<file path="src/core/trc_params.svh">
`ifndef TRC_PARAMS_SVH
`define TRC_PARAMS_SVH
`define TRC_CMD_SOFT_RESTART 16'hfe00
`define TRC_CMD_FIFO_MODE_MASK 16'hff00
`define TRC_CMD_FIFO_MODE 16'hca00
`define TRC_MODE_BIT 0
`define TRC_STATUS_POR_BIT 15
`define TRC_CLK_MHZ 200
`define TRC_POR_MAX_MS 150
`define TRC_HW_PULSE_MIN_NS 1000
`define TRC_READY_DELAY_US 1000
`define TRC_HW_PULSE_CYCLES ((`TRC_HW_PULSE_MIN_NS * `TRC_CLK_MHZ + 999) / 1000)
`define TRC_READY_CYCLES (`TRC_READY_DELAY_US * `TRC_CLK_MHZ)
`define TRC_POR_CYCLES (`TRC_POR_MAX_MS * 1000 * `TRC_CLK_MHZ)
`endif

</file>
<file path="src/core/trc_pkg.sv">
package trc_pkg;
  typedef enum logic [1:0] {
    TRC_HOLD,
    TRC_WAIT,
    TRC_RUN
  } trc_state_t;
endpackage

</file>
<file path="src/core/trc_reset_ctrl.sv">
`timescale 1ns/1ps
`default_nettype none
`include "trc_params.svh"
// Summary of operation
// - Reset on power-on, supply glitch, soft restart command or low reset pin.
// - Stay in reset while supply below low level, whatever the ramp says.
// - Ignore all command words while a reset event is in progress.
// - Two modes, normal and sensitive; sensitive after any reset.
// - Normal mode disables supply glitch detection.
// - Sensitive mode resets on fast rising supply reaching ramp threshold.
// - Falling supply resets at low level in both modes, and also below 250 mV when normal.
// - Every reset reloads registers, re-selecting sensitive mode.
// - Hardware reset returns logic to defaults and reloads all registers.
// - Ready for operation a fixed delay after reset pin returns high.
// - The soft restart command word triggers a power-on-like reset.
// - Mode command with bit zero set selects normal mode.
// - Soft restart matches power-on fully, including command rejection.
// - Status power-on flag set by reset, cleared by status read.
// - First bit zero means status read, one means control command.
module trc_reset_ctrl
  import trc_pkg::*;
#(
  parameter int unsigned POR_CYCLES = `TRC_POR_CYCLES,
  parameter int unsigned READY_CYCLES = `TRC_READY_CYCLES,
  parameter int unsigned PULSE_CYCLES = `TRC_HW_PULSE_CYCLES
) (
  input wire logic mclk_in,
  input wire logic reset_in,
  input wire logic reset_in_n,
  input wire logic supply_below_low_in,
  input wire logic ramp_diff_high_in,
  input wire logic supply_fast_rise_in,
  input wire logic supply_below_250mv_in,
  input wire logic cmd_valid_in,
  input wire logic [15:0] cmd_word_in,
  output logic cmd_accept_out,
  output logic chip_reset_out,
  output logic ready_out,
  output logic normal_mode_out,
  output logic status_por_out,
  output logic status_read_out,
  output logic [15:0] ctrl_word_out,
  output logic ctrl_strobe_out
);
  initial begin
    if (POR_CYCLES < 1 || READY_CYCLES < 1 || PULSE_CYCLES < 1) begin
      $error("trc_reset_ctrl: counts must be at least one");
    end
  end

  localparam int CW = 32;

  trc_state_t state_reg;
  logic [CW-1:0] count_reg;
  logic normal_reg;
  logic por_flag_reg;
  logic [CW-1:0] pin_low_reg;
  logic pin_reset_reg;
  logic cause_reg;
  logic [15:0] ctrl_word_reg;
  logic ctrl_strobe_reg;
  logic status_read_reg;
  logic running;
  logic cmd_take;
  logic is_ctrl;
  logic soft_hit;
  logic mode_hit;
  logic glitch_hit;
  logic fall_hit;
  logic cause;
  logic restart;

  function automatic logic is_soft(input logic [15:0] w);
    is_soft = (w == `TRC_CMD_SOFT_RESTART);
  endfunction

  function automatic logic is_mode(input logic [15:0] w);
    is_mode = ((w & `TRC_CMD_FIFO_MODE_MASK) == `TRC_CMD_FIFO_MODE);
  endfunction

  assign running = (state_reg == TRC_RUN);
  assign cmd_take = cmd_valid_in && running;
  assign is_ctrl = cmd_word_in[15];
  assign soft_hit = cmd_take && is_ctrl && is_soft(cmd_word_in);
  assign mode_hit = cmd_take && is_ctrl && is_mode(cmd_word_in);
  assign glitch_hit = !normal_reg && supply_fast_rise_in && ramp_diff_high_in;
  assign fall_hit = normal_reg ? supply_below_250mv_in : supply_below_low_in;

  // Pin reset counts only after a low of the minimum width
  always_ff @(posedge mclk_in) begin
    if (reset_in) begin
      pin_low_reg <= '0;
      pin_reset_reg <= 1'b0;
    end else if (!reset_in_n) begin
      if (pin_low_reg < CW'(PULSE_CYCLES)) begin
        pin_low_reg <= pin_low_reg + 1'b1;
      end
      if (pin_low_reg + 1'b1 >= CW'(PULSE_CYCLES)) begin
        pin_reset_reg <= 1'b1;
      end
    end else begin
      pin_low_reg <= '0;
      pin_reset_reg <= 1'b0;
    end
  end

  assign cause = pin_reset_reg || soft_hit || glitch_hit || fall_hit
    || supply_below_low_in;

  // Registers reload on the same edge that enters reset, not one cycle later
  assign restart = !running || cause;

  always_ff @(posedge mclk_in) begin
    if (reset_in) begin
      cause_reg <= 1'b1;
    end else begin
      cause_reg <= cause;
    end
  end

  // Hold while cause lasts, then wait the ready delay before running
  always_ff @(posedge mclk_in) begin
    if (reset_in) begin
      state_reg <= TRC_HOLD;
      count_reg <= '0;
    end else begin
      case (state_reg)
        TRC_HOLD: begin
          count_reg <= '0;
          if (!cause_reg && !ramp_diff_high_in && !supply_below_low_in) begin
            state_reg <= TRC_WAIT;
          end
        end
        TRC_WAIT: begin
          if (cause_reg) begin
            state_reg <= TRC_HOLD;
            count_reg <= '0;
          end else if (count_reg + 1'b1 >= CW'(READY_CYCLES)) begin
            state_reg <= TRC_RUN;
          end else begin
            count_reg <= count_reg + 1'b1;
          end
        end
        TRC_RUN: begin
          if (cause) begin
            state_reg <= TRC_HOLD;
          end
        end
        default: begin
          state_reg <= TRC_HOLD;
        end
      endcase
    end
  end

  // Mode bit returns to sensitive whenever the chip is in reset
  always_ff @(posedge mclk_in) begin
    if (reset_in || restart) begin
      normal_reg <= 1'b0;
    end else if (mode_hit) begin
      normal_reg <= cmd_word_in[`TRC_MODE_BIT];
    end
  end

  // Power-on flag: reset sets, status read clears; set wins
  always_ff @(posedge mclk_in) begin
    if (reset_in || restart) begin
      por_flag_reg <= 1'b1;
    end else if (cmd_take && !is_ctrl) begin
      por_flag_reg <= 1'b0;
    end
  end

  always_ff @(posedge mclk_in) begin
    if (reset_in || restart) begin
      ctrl_word_reg <= '0;
      ctrl_strobe_reg <= 1'b0;
      status_read_reg <= 1'b0;
    end else begin
      ctrl_strobe_reg <= cmd_take && is_ctrl && !soft_hit;
      status_read_reg <= cmd_take && !is_ctrl;
      if (cmd_take && is_ctrl) begin
        ctrl_word_reg <= cmd_word_in;
      end
    end
  end

  assign cmd_accept_out = cmd_take;
  assign chip_reset_out = !running;
  assign ready_out = running;
  assign normal_mode_out = normal_reg;
  assign status_por_out = por_flag_reg;
  assign status_read_out = status_read_reg;
  assign ctrl_word_out = ctrl_word_reg;
  assign ctrl_strobe_out = ctrl_strobe_reg;
endmodule
`default_nettype wire

</file>
<file path="config.mk">
export PLATFORM = sky130hd
export DESIGN_NAME = trc_reset_ctrl
export DESIGN_NICKNAME = d
export VERILOG_FILES = /design/src/core/trc_pkg.sv /design/src/core/trc_reset_ctrl.sv
export VERILOG_INCLUDE_DIRS = /design/src /design/src/core
export SDC_FILE = /design/constraint.sdc
export NUM_CORES = 1
export LEC_CHECK = 0
export BUFFER_PORTS_ARGS = -buffer_cell sky130_fd_sc_hd__buf_4
export CAP_MARGIN = 10
export CORE_UTILIZATION = 64
export DETAILED_ROUTE_END_ITERATION = 10
export PLACE_DENSITY = 0.85
export SLEW_MARGIN = 20
export SYNTH_ARGS = -nofsm -noshare
export SYNTH_HDL_FRONTEND = slang
export SYNTH_SLANG_ARGS = --single-unit
</file>
<file path="constraint.sdc">
create_clock -name mclk_in -period 5.4 [get_ports mclk_in]
set_input_delay 1.08 -clock mclk_in [delete_from_list [all_inputs] [get_ports mclk_in]]
set_output_delay 1.08 -clock mclk_in [all_outputs]
set_load 0.01 [all_outputs]
</file>
## Yosys cells after proc, flatten, opt, wreduce, memory -nomap -nowiden

Cells that the tools add are included.

| word-level totals | value |
|---|---|
| flip-flop bits (word level) | 88 |
| logic and storage cells | 60 |
| output and inout bits | 23 |
| input port bits | 24 |

| operators by class | value |
|---|---|
| reductions and logical operators | 28 |
| eq/ne operators | 8 |
| $lt $le $gt $ge | 3 |
| muxes and demuxes | 9 |
| add/subtract/negate cells | 2 |

Operators with widths:

| kind | number |
|---|---|
| 32-bit by 1-bit adder with 32-bit output, second input constant | 2 |
| 32-bit 2-to-1 mux | 2 |
| 32-bit case mux with 2 select lines | 1 |
| 32-bit by 18-bit >= comparator with 1-bit output, second input constant | 1 |
| 32-bit by 8-bit >= comparator with 1-bit output, second input constant | 1 |
| 32-bit by 8-bit < comparator with 1-bit output, second input constant | 1 |
| 16-bit == test, second input constant | 1 |
| 1-bit logical AND | 10 |
| 8-bit == test, second input constant | 1 |
| 2-bit 2-to-1 mux | 4 |
| 1-bit logical NOT | 7 |
| 1-bit logical OR | 6 |
| 3-bit inequality test, second input constant | 2 |
| 2-bit case mux with 3 select lines | 1 |
| 3-bit AND reduction | 1 |
| 2-bit by 1-bit == test with 1-bit output, second input constant | 1 |
| 2-bit == test, second input constant | 1 |
| 2-bit logical NOT | 1 |
| 2-bit by 1-bit inequality test with 1-bit output, second input constant | 1 |
| 2-bit inequality test, second input constant | 1 |
| 2-bit AND reduction | 1 |
| 2-bit nonzero test | 1 |
| 2-bit OR reduction | 1 |
| 1-bit 2-to-1 mux | 1 |

## Longest topological paths before layout

| depth | value |
|---|---|
| word-level depth | 10 |
| depth in mapped cells | 13 |
| gate-level depth less buffers | 9 |

## Worst setup path before layout

OpenSTA, ideal clock, no wires.

| timing | value |
|---|---|
| path kind | register to register |
| start point | register count_reg[6] |
| end point | register count_reg[3] |
| cell stages (with the launch flop) | 13 |
| buffers on the path | 4 |
| setup slack | 2.367 ns |
| data required time | 5.260 ns |
| clock period less this slack | 3.033 ns |
| setup time | 0.140 ns |
| arrival | 2.893 ns |
| path through | dfxtp_1 buf_4 nand3_4 or4_1 buf_2 nor3_1 xnor2_1 nand4_1 or4_4 buf_6 clkbuf_1 o311ai_0 o211ai_1 |

| between the ends | value |
|---|---|
| word-level cells in the longest chain between the ends | 4 |

Ends and longest elaborated chain:

| what | line | source |
|---|---|---|
| start, declared | trc_reset_ctrl.sv:54 | `logic [CW-1:0] count_reg;` |
| start signal, assigned | trc_reset_ctrl.sv:141 | `count_reg <= count_reg + 1'b1;` |
| 32-bit by 1-bit adder with 32-bit output | trc_reset_ctrl.sv:138 | `end else if (count_reg + 1'b1 >= CW'(READY_CYCLES)) begin` |
| 32-bit by 18-bit >= comparator with 1-bit output | trc_reset_ctrl.sv:138 |  |
| 3-bit inequality test (no line) | n/a |  |
| 2-bit AND reduction (no line) | n/a |  |

No other way between the ends.
A chain may end at the register's enable or synchronous reset.

## Worst setup path in the final report

| timing | value |
|---|---|
| start point | register state_reg[1] |
| end point | output cmd_accept_out |

| between the ends | value |
|---|---|
| word-level cells in the longest chain between the ends | 2 |

Ends and longest elaborated chain:

| what | line | source |
|---|---|---|
| start, declared | trc_reset_ctrl.sv:53 | `trc_state_t state_reg;` |
| start signal, assigned | trc_reset_ctrl.sv:124 | `state_reg <= TRC_HOLD;` |
| start signal, assigned | trc_reset_ctrl.sv:131 | `state_reg <= TRC_WAIT;` |
| start signal, assigned | trc_reset_ctrl.sv:136 | `state_reg <= TRC_HOLD;` |
| 2-bit == test | trc_reset_ctrl.sv:81 | `assign running = (state_reg == TRC_RUN);` |
| 1-bit logical AND | trc_reset_ctrl.sv:82 | `assign cmd_take = cmd_valid_in && running;` |
| end, declared | trc_reset_ctrl.sv:36 | `output logic cmd_accept_out,` |

No other way between the ends.

==> results.md <==
- Outcome: finished clean
- Endpoints failing setup: 0
- Num CTS Buffers: 9
- CTS tree: built
- Maxcap violations: 0
- R2r endpoint: count_reg[14]
- CTS resizes: 0
- Flop-to-flop setup slack: around 2.0 ns
- Fraction of registers with async set/reset: 0
- Die Y: around 88 µm
- IO Port Bufs: between 40 and 50
- WP data required: 4.32 ns
- TNS Setup: 0 ns
- Critical Path AT: 2.46 ns
- Clk network pwr share: 0.392
- DR vias/cell: 6.46
- Top Family by Delay on Critical Path: flip-flops
- Routed Antenna Nets: 0
- Max-slew headroom: 0.324
- Die Span X: between 80 and 90 µm
- Hold_buf cts: 0
- Leakage: between 1.5 and 2 nW
- Initial core utilization: 0.660
- Post-synth top area share: 0.370
- Drt total wl: between 10 and 15 mm
- # DRC: 0
- DPL Wire Length: between 7 and 8 mm
- Overflow after GRT: 0
- Die footprint: about 8000 µm²
- CP startpoint kind: register
- Max H-tree Level: 3
- First DRT Iteration DRCs: between 300 and 400
- Met2 WL: around 5.5 mm
- Switching pwr: roughly 0.28 mW
- Largest net degree at the start of global routing: 36
- Slowest stage cell, crit path: dfxtp_1
- Via count: approximately 4600
- Clock latency on the worst-skew pair: approximately 0.37 ns
- Register area share after synthesis: 0.370
- Share of layout cells above drive strength 1: 0.134
- Clock transition at path regs: ~0.10 ns
- Antenna Cells: 0
- First-pass GRT wire length: approximately 19 mm
- # nets final: 640
- Antenna violations before repair: 0
- Post-synth EDFFs: 0
- Post-synth net total: approximately 620
- DR pass1 iterations: 5
- Mean Syn Cell Area: roughly 8.0 µm²
- Period utilisation layout: 0.656
- Final hold violation count: 0
- #FFs+latches synth: between 80 and 90
- Ranking of synthesized cells by area: dfxtp_1 37%, nand2_1 5.8%, nand4_1 3.9%, a21oi_1 3.8%, and2_1 3.7%
- Netlist cell types: 67
- Logic pwr share: 0.026
- Synth Instances: just under 600
- Max-slew violation count: 0
- Metal3 WL: 682 µm
- Final min period: ~3.5 ns
- Reg power frac: 0.581
- Critical path peak fanout: 22
- RSZ-0062 raised after global routing: no
- Clock Path Buffers: 2
- Worst Min Path Start: cause_reg
- Fmax: about 0.28 GHz
- P per Cell Area: between 200 and 250 nW/µm²
- Hold Path Cell Cnt: 1
- Synthesis-to-finish area growth: 10.3%
- Top Metal Used: met4
- Sw Ratio: 0.248
- Pwr Total: ~1.1 mW
- Rows: 31
- CTS Root Cell: clkbuf_8
- Ys Warns: 0
- Leading area contributor after synthesis: dfxtp_1
- GRT Total Usage: 0.304
- Mapped cell area: ~4800 µm²
- # IOs: 47
- RePlAce Congestion: about 0.93
- Final Skew: 0.0135 ns
- Bufs and invs on worst path: 2
- Post-synth top cells: 88 x dfxtp_1, 74 x nand2_1, 45 x nor2_1
- Worst-path cell chain: inv_1 -> nor2_1 -> and2_1 -> buf_4
- DR WL/cell: between 15 and 20 µm
- Worst slew pin tran: ~1.0 ns
- Int Pwr: between 0.8 and 0.9 mW
- Clock sink count: 88
- Core ar.: a little over 7000 µm²
- RR Startpoint: count_reg[0]
- Most used DFF post-synth: dfxtp_1
- Setup Fix Bufs, Post-CTS: 0
- Vias in the first global route: approximately 4000
- Maximum vdd drop: between 0.0001 and 0.00015 V
- Hold Path End: state_reg[0]
- Crit path kind: register to output port
- Reg2Reg Depth: 8
- Largest stage delay, worst path: roughly 0.74 ns
- M1 WL: 5.27 mm
- Hold WC Path Type: register to register
- Count leader, synth: dfxtp_1
- Crit path capture type: output port
[cells by family after synthesis]
kind of cell               after synthesis  share of synthesized area
adders and majority gates                2                    0.00526
AOI/OAI and AO/OA                      117                      0.173
DFF                                     88                      0.370
and+or+nand+nor                        305                      0.342
muxes                                    9                     0.0192
xor gates and xnor gates                22                     0.0405
buffers and inverters                   53                     0.0505
[worst register-to-register path: cells and delay by family, from the launching register on]
kind / cells / cell delay [ns]
adder cells (fa/ha/maj): 1 / 0.27
flip-flops: 1 / 0.48
AO/OA/AOI/OAI: 2 / 0.54
AND/OR/NAND/NOR: 5 / 2.06
[layer usage]
metal  vias to the layer above  GRT usage
met3                        29     0.0448
met1                      2186      0.414
li1                       2226          -
met5                         -          0
met4                         0      0.123
met2                       197      0.486
[through the flow]
| step | util | area (µm²) | cells | setup slack (ns) | hold slack [ns] |
|---|---|---|---|---|---|
| after floorplan | - | 4760 | 596 | 2.37 | 0.414 |
| after global placement | 0.702 | 5060 | 702 | 2.12 | 0.427 |
| after detailed placement | 0.702 | 5060 | 702 | 2.05 | 0.434 |
| after CTS | 0.728 | 5250 | 718 | 1.96 | 0.462 |
| after global routing | 0.728 | 5250 | 718 | 1.67 | 0.477 |
| final | 0.728 | 5250 | 718 | 1.86 | 0.454 |
[cell type report]
cell class / count / area [µm²]
multi-input cells: 455 / 2770
fillers: 591 / 1960
flip-flops and latches: 88 / 1760
repair buffers: 50 / 375
clock buffers: 9 / 124
well taps: 99 / 124
clock inverters: 7 / 62.6
inverters: 10 / 37.5
[placed cells by master (no fill, tap or decap), drive strengths merged, types with 4 or more instances in the layout]
cell type and count:
a21oi 36, a31oi 8, a32oi 5, a41oi 7, and2 28, and3 9
and4 6, buf 50, clkbuf 9, dfxtp 88, inv 14, mux2i 8
nand2 75, nand2b 18, nand3 26, nand4 30, nor2 46, nor3 21
nor4 22, o211ai 6, o21ai 11, o311ai 8, o31a 4, o41ai 5
or4 5, or4b 4, xnor2 13, xor2 9
[power groups by stage]
stage	clock network, mW	logic [mW]	registers, mW
final	0.439	0.0294	0.651
after detailed placement	0	0.0291	0.666
after CTS	0.442	0.0293	0.651
after global placement	0	0.0284	0.666
after floorplan	0	0.0111	0.666
after global routing	0.466	0.0314	0.651
[worst max path at each step]
stage / startpoint / endpoint / cells after the start
floorplan: count_reg[6] / count_reg[3] / 12
global placement: count_reg[5] / count_reg[7] / 8
detailed placement: count_reg[5] / count_reg[14] / 8
global route: count_reg[0] / count_reg[14] / 8
finish: state_reg[1] / cmd_accept_out / 4
CTS: state_reg[1] / cmd_accept_out / 4
(Power assumes the default switching activity.)
